`src/include/uemr_params.svh`:
```
// constants for the usb endpoint mode responder
`ifndef UEMR_PARAMS_SVH
`define UEMR_PARAMS_SVH
`define UEMR_ADDR_EP0_MODE   4'h0
`define UEMR_ADDR_EP0_COUNT  4'h1
`define UEMR_ADDR_EP1_MODE   4'h2
`define UEMR_ADDR_EP1_COUNT  4'h3
`define UEMR_ADDR_STATUS     4'h4
`define UEMR_MODE_LSB        0
`define UEMR_MODE_MSB        3
`define UEMR_SETUP_BIT       7
`define UEMR_IN_BIT          6
`define UEMR_OUT_BIT         5
`define UEMR_ACK_BIT         4
`define UEMR_STALL_BIT       7
`define UEMR_MODE_RST        4'h0
`define UEMR_COUNT_RST       8'h00
`define UEMR_CRC_BYTES       5'h02
`define UEMR_LOCK_NS         1000
`define UEMR_CLK_NS          100
`define UEMR_LOCK_CYC        (`UEMR_LOCK_NS / `UEMR_CLK_NS)
`define UEMR_BUS_ERR         32'hDEADBEEF
`endif

```
`src/include/uemr_pkg.sv`:
```
// types for the usb endpoint mode responder
package uemr_pkg;
	typedef enum logic [3:0] {
		MODE_DISABLE  = 4'b0000,
		MODE_NAK_IO   = 4'b0001,
		MODE_ST_OUT   = 4'b0010,
		MODE_STALL_IO = 4'b0011,
		MODE_IGN_IO   = 4'b0100,
		MODE_ISO_OUT  = 4'b0101,
		MODE_ST_IN    = 4'b0110,
		MODE_ISO_IN   = 4'b0111,
		MODE_NAK_OUT  = 4'b1000,
		MODE_ACK_OUT  = 4'b1001,
		MODE_NAK_OSI  = 4'b1010,
		MODE_ACK_OSI  = 4'b1011,
		MODE_NAK_IN   = 4'b1100,
		MODE_ACK_IN   = 4'b1101,
		MODE_NAK_ISO  = 4'b1110,
		MODE_ACK_ISO  = 4'b1111
	} uemr_mode_t;
	typedef enum logic [1:0] {
		TOK_NONE  = 2'b00,
		TOK_SETUP = 2'b01,
		TOK_IN    = 2'b10,
		TOK_OUT   = 2'b11
	} uemr_tok_t;
	typedef enum logic [2:0] {
		HS_NONE  = 3'b000,
		HS_ACK   = 3'b001,
		HS_NAK   = 3'b010,
		HS_STALL = 3'b011,
		HS_TX0   = 3'b100,
		HS_TXCNT = 3'b101
	} uemr_hs_t;
	// one finished transaction from the packet layer
	typedef struct packed {
		logic       valid;
		logic       ep;
		uemr_tok_t  tok;
		logic       addr_ok;
		logic       crc_ok;
		logic       err_ok;
		logic       data_toggle_bit;
		logic [5:0] count;
	} uemr_txn_t;
	typedef struct packed {
		logic       valid;
		logic       ep;
		uemr_hs_t   hs;
	} uemr_resp_t;
	typedef struct packed {
		logic [1:0][7:0] mode;
		logic [1:0][7:0] cnt;
		logic       [1:0] irq;
		logic             lock;
		logic       [3:0] lock_cnt;
		uemr_resp_t       resp;
		logic             waitreq;
		logic      [31:0] rdata;
		logic             done;
	} uemr_state_t;
endpackage : uemr_pkg

```
`src/hw/uemr_responder.sv`:
```
// endpoint mode responder of the usb serial interface engine
`timescale 1ns/1ps
`include "uemr_params.svh"

// Contract
// - ack status out in 1111 gives 1110
// - endpoints reset disabled, stay until firmware
// - accepted setup forces mode 0001
// - setup accepting modes ack valid setup
// - control endpoint keeps setup, in, out bits
// - acked ack modes fall to nak mode, 1111 only on out
// - invalid transactions get no handshake
// - interrupt on valid completion or corruption
// - bad crc on out or setup corrupts
// - data valid if count within size plus two
// - out endpoint ignores in, vice versa
// - in and out bits set at end
// - setup bit set at data phase start
// - ack on endpoint 0 locks mode, count
// - only a cpu read releases the lock
// - writes blocked at least one microsecond
// - setup bit never write locked
// - mode code in low nibble of mode
// - check ack needs zero length, toggle one
// - ack in 1001 gives 1000
module uemr_responder import uemr_pkg::*; #(
	parameter int EP_SIZE  = 8,
	parameter int LOCK_CYC = `UEMR_LOCK_CYC
) (
	// clock and reset
	input  wire logic        ref_clk_i,
	input  wire logic        sys_rst_i,
	// avalon-mm slave
	input  wire logic  [3:0] avs_address_i,
	input  wire logic        avs_read_i,
	input  wire logic        avs_write_i,
	input  wire logic [31:0] avs_writedata_i,
	output logic      [31:0] avs_readdata_o,
	output logic             avs_waitrequest_o,
	// packet layer
	input  wire logic        setup_data_start_i,
	input  wire logic        setup_ep_i,
	input  uemr_txn_t        txn_i,
	output uemr_resp_t       resp_o,
	output logic       [1:0] ep_irq_o
);
	uemr_state_t s_r;
	uemr_state_t s_nxt;

	function automatic logic setup_ok(input logic [3:0] m);
		setup_ok = (m != 4'h0) && (m != 4'h5) && (m != 4'h7) && (m[3:2] != 2'b10 || m[1])
			&& (m[3:2] != 2'b11 || m[1]);
	endfunction : setup_ok

	logic [3:0] md;
	logic       stl;
	logic       dok;
	logic       ack;
	logic       ev;
	uemr_hs_t   hs;
	logic [3:0] nm;

	always_comb begin
		s_nxt = s_r;
		s_nxt.resp.valid = 1'b0;
		md  = s_r.mode[txn_i.ep][3:0];
		stl = txn_i.ep & s_r.mode[txn_i.ep][`UEMR_STALL_BIT];
		// data packet: length bound, crc and error checks (address check not included)
		dok = txn_i.crc_ok && txn_i.err_ok
			&& (32'(txn_i.count) <= 32'(EP_SIZE) + 32'(`UEMR_CRC_BYTES));
		hs  = HS_NONE;
		nm  = md;
		ack = 1'b0;
		ev  = 1'b0;
		// setup flag rises when the data phase begins
		if (setup_data_start_i && setup_ok(s_r.mode[setup_ep_i][3:0]))
			s_nxt.mode[setup_ep_i][`UEMR_SETUP_BIT] = 1'b1;
		if (txn_i.valid) begin
			// disabled endpoints still report an empty reply
			s_nxt.resp.valid = 1'b1;
			s_nxt.resp.ep = txn_i.ep;
			s_nxt.resp.hs = HS_NONE;
		end
		if (txn_i.valid && md != MODE_DISABLE) begin
			case (txn_i.tok)
			TOK_SETUP: begin
				if (setup_ok(md) && dok) begin
					hs = HS_ACK;
					nm = MODE_NAK_IO;
					ev = 1'b1;
				end else if (setup_ok(md) && txn_i.addr_ok && !txn_i.crc_ok)
					ev = 1'b1;
			end
			TOK_IN: begin
				ev = 1'b1;
				case (md)
				MODE_NAK_IO, MODE_NAK_IN, MODE_NAK_ISO: hs = HS_NAK;
				MODE_ST_OUT, MODE_STALL_IO: hs = HS_STALL;
				MODE_ST_IN, MODE_NAK_OSI, MODE_ACK_OSI: hs = HS_TX0;
				MODE_ISO_IN: hs = HS_TXCNT;
				MODE_ACK_IN, MODE_ACK_ISO: hs = stl ? HS_STALL : HS_TXCNT;
				default: ev = 1'b0;
				endcase
				if (ev)
					s_nxt.mode[txn_i.ep][`UEMR_IN_BIT] = 1'b1;
			end
			TOK_OUT: begin
				ev = 1'b1;
				case (md)
				MODE_NAK_IO, MODE_NAK_OUT, MODE_NAK_OSI: hs = HS_NAK;
				MODE_STALL_IO, MODE_ST_IN: hs = HS_STALL;
				MODE_ISO_OUT: hs = HS_NONE;
				MODE_ACK_OUT, MODE_ACK_OSI: hs = stl ? HS_STALL : HS_ACK;
				MODE_ST_OUT, MODE_NAK_ISO, MODE_ACK_ISO:
					hs = (txn_i.count == 6'h02 && txn_i.data_toggle_bit) ? HS_ACK : HS_STALL;
				default: ev = 1'b0;
				endcase
				if (!dok) begin
					hs = HS_NONE;
					ev = ev && txn_i.addr_ok && !txn_i.crc_ok;
				end
				if (ev && dok)
					s_nxt.mode[txn_i.ep][`UEMR_OUT_BIT] = 1'b1;
			end
			default: ev = 1'b0;
			endcase
			if (hs == HS_ACK || (hs == HS_TXCNT && txn_i.tok == TOK_IN)) begin
				ack = 1'b1;
				case (md)
				MODE_ACK_OUT: nm = MODE_NAK_OUT;
				MODE_ACK_OSI: nm = MODE_NAK_OSI;
				MODE_ACK_IN: nm = MODE_NAK_IN;
				MODE_ACK_ISO: nm = (txn_i.tok == TOK_OUT) ? MODE_NAK_ISO : MODE_ACK_ISO;
				default: ;
				endcase
				if (txn_i.tok == TOK_SETUP)
					nm = MODE_NAK_IO;
			end
			s_nxt.mode[txn_i.ep][3:0] = nm;
			s_nxt.mode[txn_i.ep][`UEMR_ACK_BIT] = ack;
			if (ev && (dok || txn_i.tok == TOK_IN))
				s_nxt.cnt[txn_i.ep] = {2'b00, txn_i.count};
			s_nxt.irq[txn_i.ep] = s_r.irq[txn_i.ep] | ev;
			s_nxt.resp.hs = hs;
			// acked endpoint 0 transfer freezes its registers
			if (ack && !txn_i.ep) begin
				s_nxt.lock = 1'b1;
				s_nxt.lock_cnt = 4'(LOCK_CYC);
			end
		end
		if (s_r.lock_cnt != 4'h0)
			s_nxt.lock_cnt = s_r.lock_cnt - 4'h1;
		// bus slave: one wait state, side effects land on the answer edge
		s_nxt.done = 1'b0;
		s_nxt.waitreq = 1'b1;
		if ((avs_read_i || avs_write_i) && s_r.waitreq && !s_r.done) begin
			s_nxt.waitreq = 1'b0;
			s_nxt.done = 1'b1;
			s_nxt.rdata = 32'h0;
			if (avs_read_i) begin
				if (avs_address_i == `UEMR_ADDR_EP0_MODE)
					s_nxt.rdata = {24'h0, s_r.mode[0]};
				else if (avs_address_i == `UEMR_ADDR_EP0_COUNT)
					s_nxt.rdata = {24'h0, s_r.cnt[0]};
				else if (avs_address_i == `UEMR_ADDR_EP1_MODE)
					s_nxt.rdata = {24'h0, s_r.mode[1]};
				else if (avs_address_i == `UEMR_ADDR_EP1_COUNT)
					s_nxt.rdata = {24'h0, s_r.cnt[1]};
				else if (avs_address_i == `UEMR_ADDR_STATUS)
					s_nxt.rdata = {29'h0, s_r.lock, s_r.irq};
				else
					s_nxt.rdata = `UEMR_BUS_ERR;
			end
		end
		if (!s_r.waitreq) begin
			if (avs_read_i) begin
				// read after the lock window opens the registers; a new lock wins
				if (s_r.lock_cnt == 4'h0 && !(ack && !txn_i.ep) && (avs_address_i == `UEMR_ADDR_EP0_MODE
					|| avs_address_i == `UEMR_ADDR_EP0_COUNT))
					s_nxt.lock = 1'b0;
			end else if (avs_write_i) begin
				if (avs_address_i == `UEMR_ADDR_EP0_MODE) begin
					if (!s_r.lock) begin
						s_nxt.mode[0][6:0] = avs_writedata_i[6:0];
					end
					// setup flag stays writable while locked; hardware set wins
					if (!(setup_data_start_i && !setup_ep_i))
						s_nxt.mode[0][`UEMR_SETUP_BIT] = avs_writedata_i[`UEMR_SETUP_BIT];
				end else if (avs_address_i == `UEMR_ADDR_EP0_COUNT) begin
					if (!s_r.lock)
						s_nxt.cnt[0] = avs_writedata_i[7:0];
				end else if (avs_address_i == `UEMR_ADDR_EP1_MODE)
					s_nxt.mode[1] = avs_writedata_i[7:0];
				else if (avs_address_i == `UEMR_ADDR_EP1_COUNT)
					s_nxt.cnt[1] = avs_writedata_i[7:0];
				else if (avs_address_i == `UEMR_ADDR_STATUS)
					s_nxt.irq = (s_r.irq & ~avs_writedata_i[1:0]) | {ev & txn_i.ep, ev & !txn_i.ep};
			end
		end
	end

	always_ff @(posedge ref_clk_i) begin
		if (sys_rst_i) begin
			s_r <= '0;
			s_r.waitreq <= 1'b1;
		end else begin
			s_r <= s_nxt;
		end
	end

	assign avs_readdata_o    = s_r.rdata;
	assign avs_waitrequest_o = s_r.waitreq;
	assign resp_o            = s_r.resp;
	assign ep_irq_o          = s_r.irq;
endmodule : uemr_responder

```
`config.mk`:
```
export PLATFORM = sky130hd
export DESIGN_NAME = uemr_responder
export DESIGN_NICKNAME = d
export VERILOG_FILES = /design/src/include/uemr_pkg.sv /design/src/hw/uemr_responder.sv
export VERILOG_INCLUDE_DIRS = /design/src /design/src/include
export SDC_FILE = /design/constraint.sdc
export NUM_CORES = 1
export LEC_CHECK = 0
export ABC_AREA = 0
export BUFFER_PORTS_ARGS = -buffer_cell sky130_fd_sc_hd__buf_2
export CORE_MARGIN = 5
export CORE_UTILIZATION = 48
export DETAILED_ROUTE_END_ITERATION = 7
export MAX_ROUTING_LAYER = met4
export PLACE_DENSITY = 0.79
export SETUP_SLACK_MARGIN = 0.15
export SKIP_LAST_GASP = 1
export SLEW_MARGIN = 30
export SYNTH_ARGS = -nofsm -noshare
export SYNTH_HDL_FRONTEND = slang
export SYNTH_SLANG_ARGS = --single-unit
```
`constraint.sdc`:
```
create_clock -name ref_clk_i -period 2.5 [get_ports ref_clk_i]
set_clock_uncertainty 0.2 [all_clocks]
set_input_delay 0.5 -clock ref_clk_i [delete_from_list [all_inputs] [get_ports ref_clk_i]]
set_output_delay 0.5 -clock ref_clk_i [all_outputs]
set_load 0.02 [all_outputs]
```
==> impl_metrics.ini <==
[outcome]
status = finished clean

[layout]
fin_area_um2 = 4300
drive_above_1_share_pct = 33.8
syn_to_final_growth_pct = 21.8
regArea_um2 = 1110
multiInputGateArea_um2 = 2110
nets = 580
num_antenna_cells = 0
nFillCells = 678

[global_route]
antenna_found_initial = 0
grt_use_total_pct = 23.6
grt_pass1_wl_mm = 16.4
grt_max_degree = 39
grt_overflow = 0
grt_pass1_vias = 3245

[worst_setup_path]
r2r_end = s_r[39]$_SDFFE_PP0P_
r2r_setup_slack_ps = 120
path_class = reg -> reg
cp-end-kind = flip-flop
r2r_cells = 6
crit_family = simple AND/OR/NAND/NOR gates
cp_num_buf_inv = 0
crit_chain = mux2_4 -> mux2i_1 -> or4b_4 -> o21a_4 -> or3_4 -> a22o_1
timing.rr.start = s_r[73]$_SDFF_PP0_
crit_slowest_cell = or4b_4
worstPathRequired_ps = 2510
cp-startpoint = s_r[73]$_SDFF_PP0_
cp_max_fo = 5
arrival_ps = 2390
cp_slowest_stage_delay_ps = 500
start_kind = flip-flop

[sta]
slew_headroom_pct = 53.7
period_needed_ps = 2380
rsz0062_at_grt = true
period_share_pct = 95.1
slew_viol_final = 0
whs_ps = 258
hold_viol_final = 0
max_freq_ghz = 0.421
worst-slew-pin-transition_ps = 695
final-setup-viol-count = 0

[synth]
synth_async_sr_flop_share_pct = 0
yosysSeqAreaShare_pct = 31.2
syn_area_um2 = 3530
ys.flop_type = dfxtp_1
ys_types = 58
yosys_register_bits = 55
syn_avg_cell_area_um2 = 7.94
synthCells = 445
synth_edf_count = 0
yosysWarnings = 0

[drt]
via_per_inst = 5.65
vias = 3519
drc_errors = 0
drt-initial-drc-count = 415
wl_per_cell_um = 16.8
drt-total-wl_mm = 10.4
drtPass1Iterations = 5
final_antenna_net_count = 0

[clocking]
cts_tree = built
insertion_delay_ps = 310
cts_max_level = 2
postCtsHoldBufs = 0
numCtsBuffers = 5
cts-root-buf = clkbuf_8
cts.sinks = 55
clk_pin_slew_ps = 100
clock_path_buffers = 2

[flow_run]
drv_cap = 0

[place]
placed_cell_area_um2 = 4000
gp_congestion = 0.988
portBuffers = 64
dp_hpwl_mm = 7.87

[pwr]
intPower_uw = 1340
p_sw_uw = 601
pwr-share-comb_pct = 22.9
p_leak_uw = 0.00182
powerDensity_nw_per_um2 = 451
clock_power_share_pct = 28.2
p_seq_share_pct = 48.9
vdd.ir_drop.worst_v = 0.000283
sw_frac_of_total_pct = 30.9

[floorplan]
ios = 96
die_area_um2 = 9170
die_x_um = 95.8
num_rows = 31
core_um2 = 7210
dieHeight_um = 95.8
start_util_pct = 49.0

[hold_path]
min-delay-start = avs_readdata_o[5]$_SDFFE_PP0P_
hold_end = avs_readdata_o[5]$_SDFFE_PP0P_
holdCritPathClass = reg -> reg
hold_depth = 2
## cells in the final DEF, fill, tap and decap left out, types with 6 or more instances in the layout
cell type  Yosys  routed
buf_4         39      60
o211ai_1       6       6
or3_1          8       7
mux2i_1       23      21
o21ai_0       16      16
nand2_1       32      32
conb_1         1       7
inv_1          9       9
clkbuf_8       0       7
nand2b_1       7       7
a211oi_1      20      15
dfxtp_1       55      50
buf_2          0      63
nand3_1        8       8
nor3_1        13      11
a21oi_1       43      43
nor2_1        69      67
## worst min-delay path, delay by kind of cell (launching register included)
family	cells	cell delay (ps)
and+or+nand+nor	1	50
DFF	1	320
AOI/OAI and AO/OA	1	50
## per-stage QoR
stage / setup WS, ps / utilization (%) / cells / total power [uW] / TNS [ps]
2_1_floorplan: -46.1 / - / 451 / 1320 / -485
3_3_place_gp: -225 / 55.5 / 606 / 1390 / -4560
3_5_place_dp: -279 / 55.5 / 606 / 1410 / -6140
4_1_cts: 107 / 57.6 / 617 / 1950 / 0
5_1_grt: 66.3 / 59.6 / 623 / 2040 / 0
6_report: 123 / 59.6 / 623 / 1940 / 0
## worst max path at each step
| stage | endpoint | slack (ps) | cells past startpoint |
|---|---|---|---|
| after global placement | s_r[42]$_SDFFE_PP0P_ | -220 | 9 |
| final | s_r[39]$_SDFFE_PP0P_ | 120 | 6 |
| after CTS | s_r[42]$_SDFFE_PP0P_ | 110 | 7 |
| after detailed placement | s_r[42]$_SDFFE_PP0P_ | -280 | 9 |
| after floorplan | s_r[39]$_SDFFE_PP0P_ | -50 | 7 |
| after global routing | s_r[58]$_SDFF_PP0_ | 70 | 9 |
## cell usage after synthesis, types with 3 or more instances
| library cell | number | share of area [%] |
|---|---|---|
| and3_1 | 4 | 0.71 |
| nand2_1 | 32 | 3.4 |
| or3_1 | 8 | 1.4 |
| o22ai_1 | 3 | 0.53 |
| nor3_1 | 13 | 1.8 |
| o21ai_0 | 16 | 2.3 |
| dfxtp_1 | 55 | 31 |
| o211ai_1 | 6 | 1.3 |
| nand3_1 | 8 | 1.1 |
| a21oi_1 | 43 | 6.1 |
| nor4_1 | 5 | 0.89 |
| nor2_1 | 69 | 7.3 |
| o221ai_1 | 6 | 1.5 |
| nand2b_1 | 7 | 1.2 |
| buf_1 | 5 | 0.53 |
| a211oi_1 | 20 | 4.3 |
| o21a_1 | 3 | 0.64 |
| buf_4 | 39 | 8.3 |
| clkbuf_1 | 16 | 1.7 |
| mux2_2 | 5 | 1.6 |
| mux2i_1 | 23 | 6.5 |
| nor2b_1 | 5 | 0.89 |
| inv_1 | 9 | 0.96 |
## registers in the layout, summed over array words and instances (netlist names)
signal and count:
s_r 38, avs_readdata_o 9, resp_o 5, ep_irq_o 2
avs_waitrequest_o 1
## power groups by stage
stage / sequential, uW / combinational (uW) / clock [uW]
2_1_floorplan: 967 / 352 / 0
3_3_place_gp: 968 / 426 / 0
3_5_place_dp: 971 / 437 / 0
4_1_cts: 949 / 440 / 558
5_1_grt: 957 / 500 / 584
6_report: 950 / 444 / 548
## layout make-up
type,instances,share of cell area [%]
repair buffers,128,19.1
inverters,9,0.785
multi-input cells,324,49.0
flip-flops and latches,55,25.8
clock inverters,1,0.175
clock buffers,7,2.24
well taps,99,2.88
## per-layer routing
layer / part of all wire [%] / wire, um / GRT usage, % / vias to the layer above
li1: - / - / - / 1715
met1: 44 / 4560 / 32.2 / 1631
met2: 47 / 4890 / 37.1 / 156
met3: 7.8 / 811 / 3.44 / 17
met4: 1.8 / 191 / 4.98 / 0
met5: 0 / 0 / - / -
## repair_timing
action                                  CTS  global route
setup buffers                             3             6
gates resized for setup                  11            23
pin swaps                                 3            22
endpoints found under the setup margin   21            27
hold endpoints to repair                  0             0
## kinds of logic (layout without fill, tap and decap cells)
kind of cell	after synthesis	in the layout	share of synthesized area (%)
adders and majority gates	1	1	0.354
muxes	33	33	10.4
AOI/OAI and AO/OA	121	121	23.4
and+or+nand+nor	162	162	21.9
DFF	55	55	31.2
other	1	7	0.106
buffers and inverters	72	145	12.7
(Power assumes the default switching activity.)
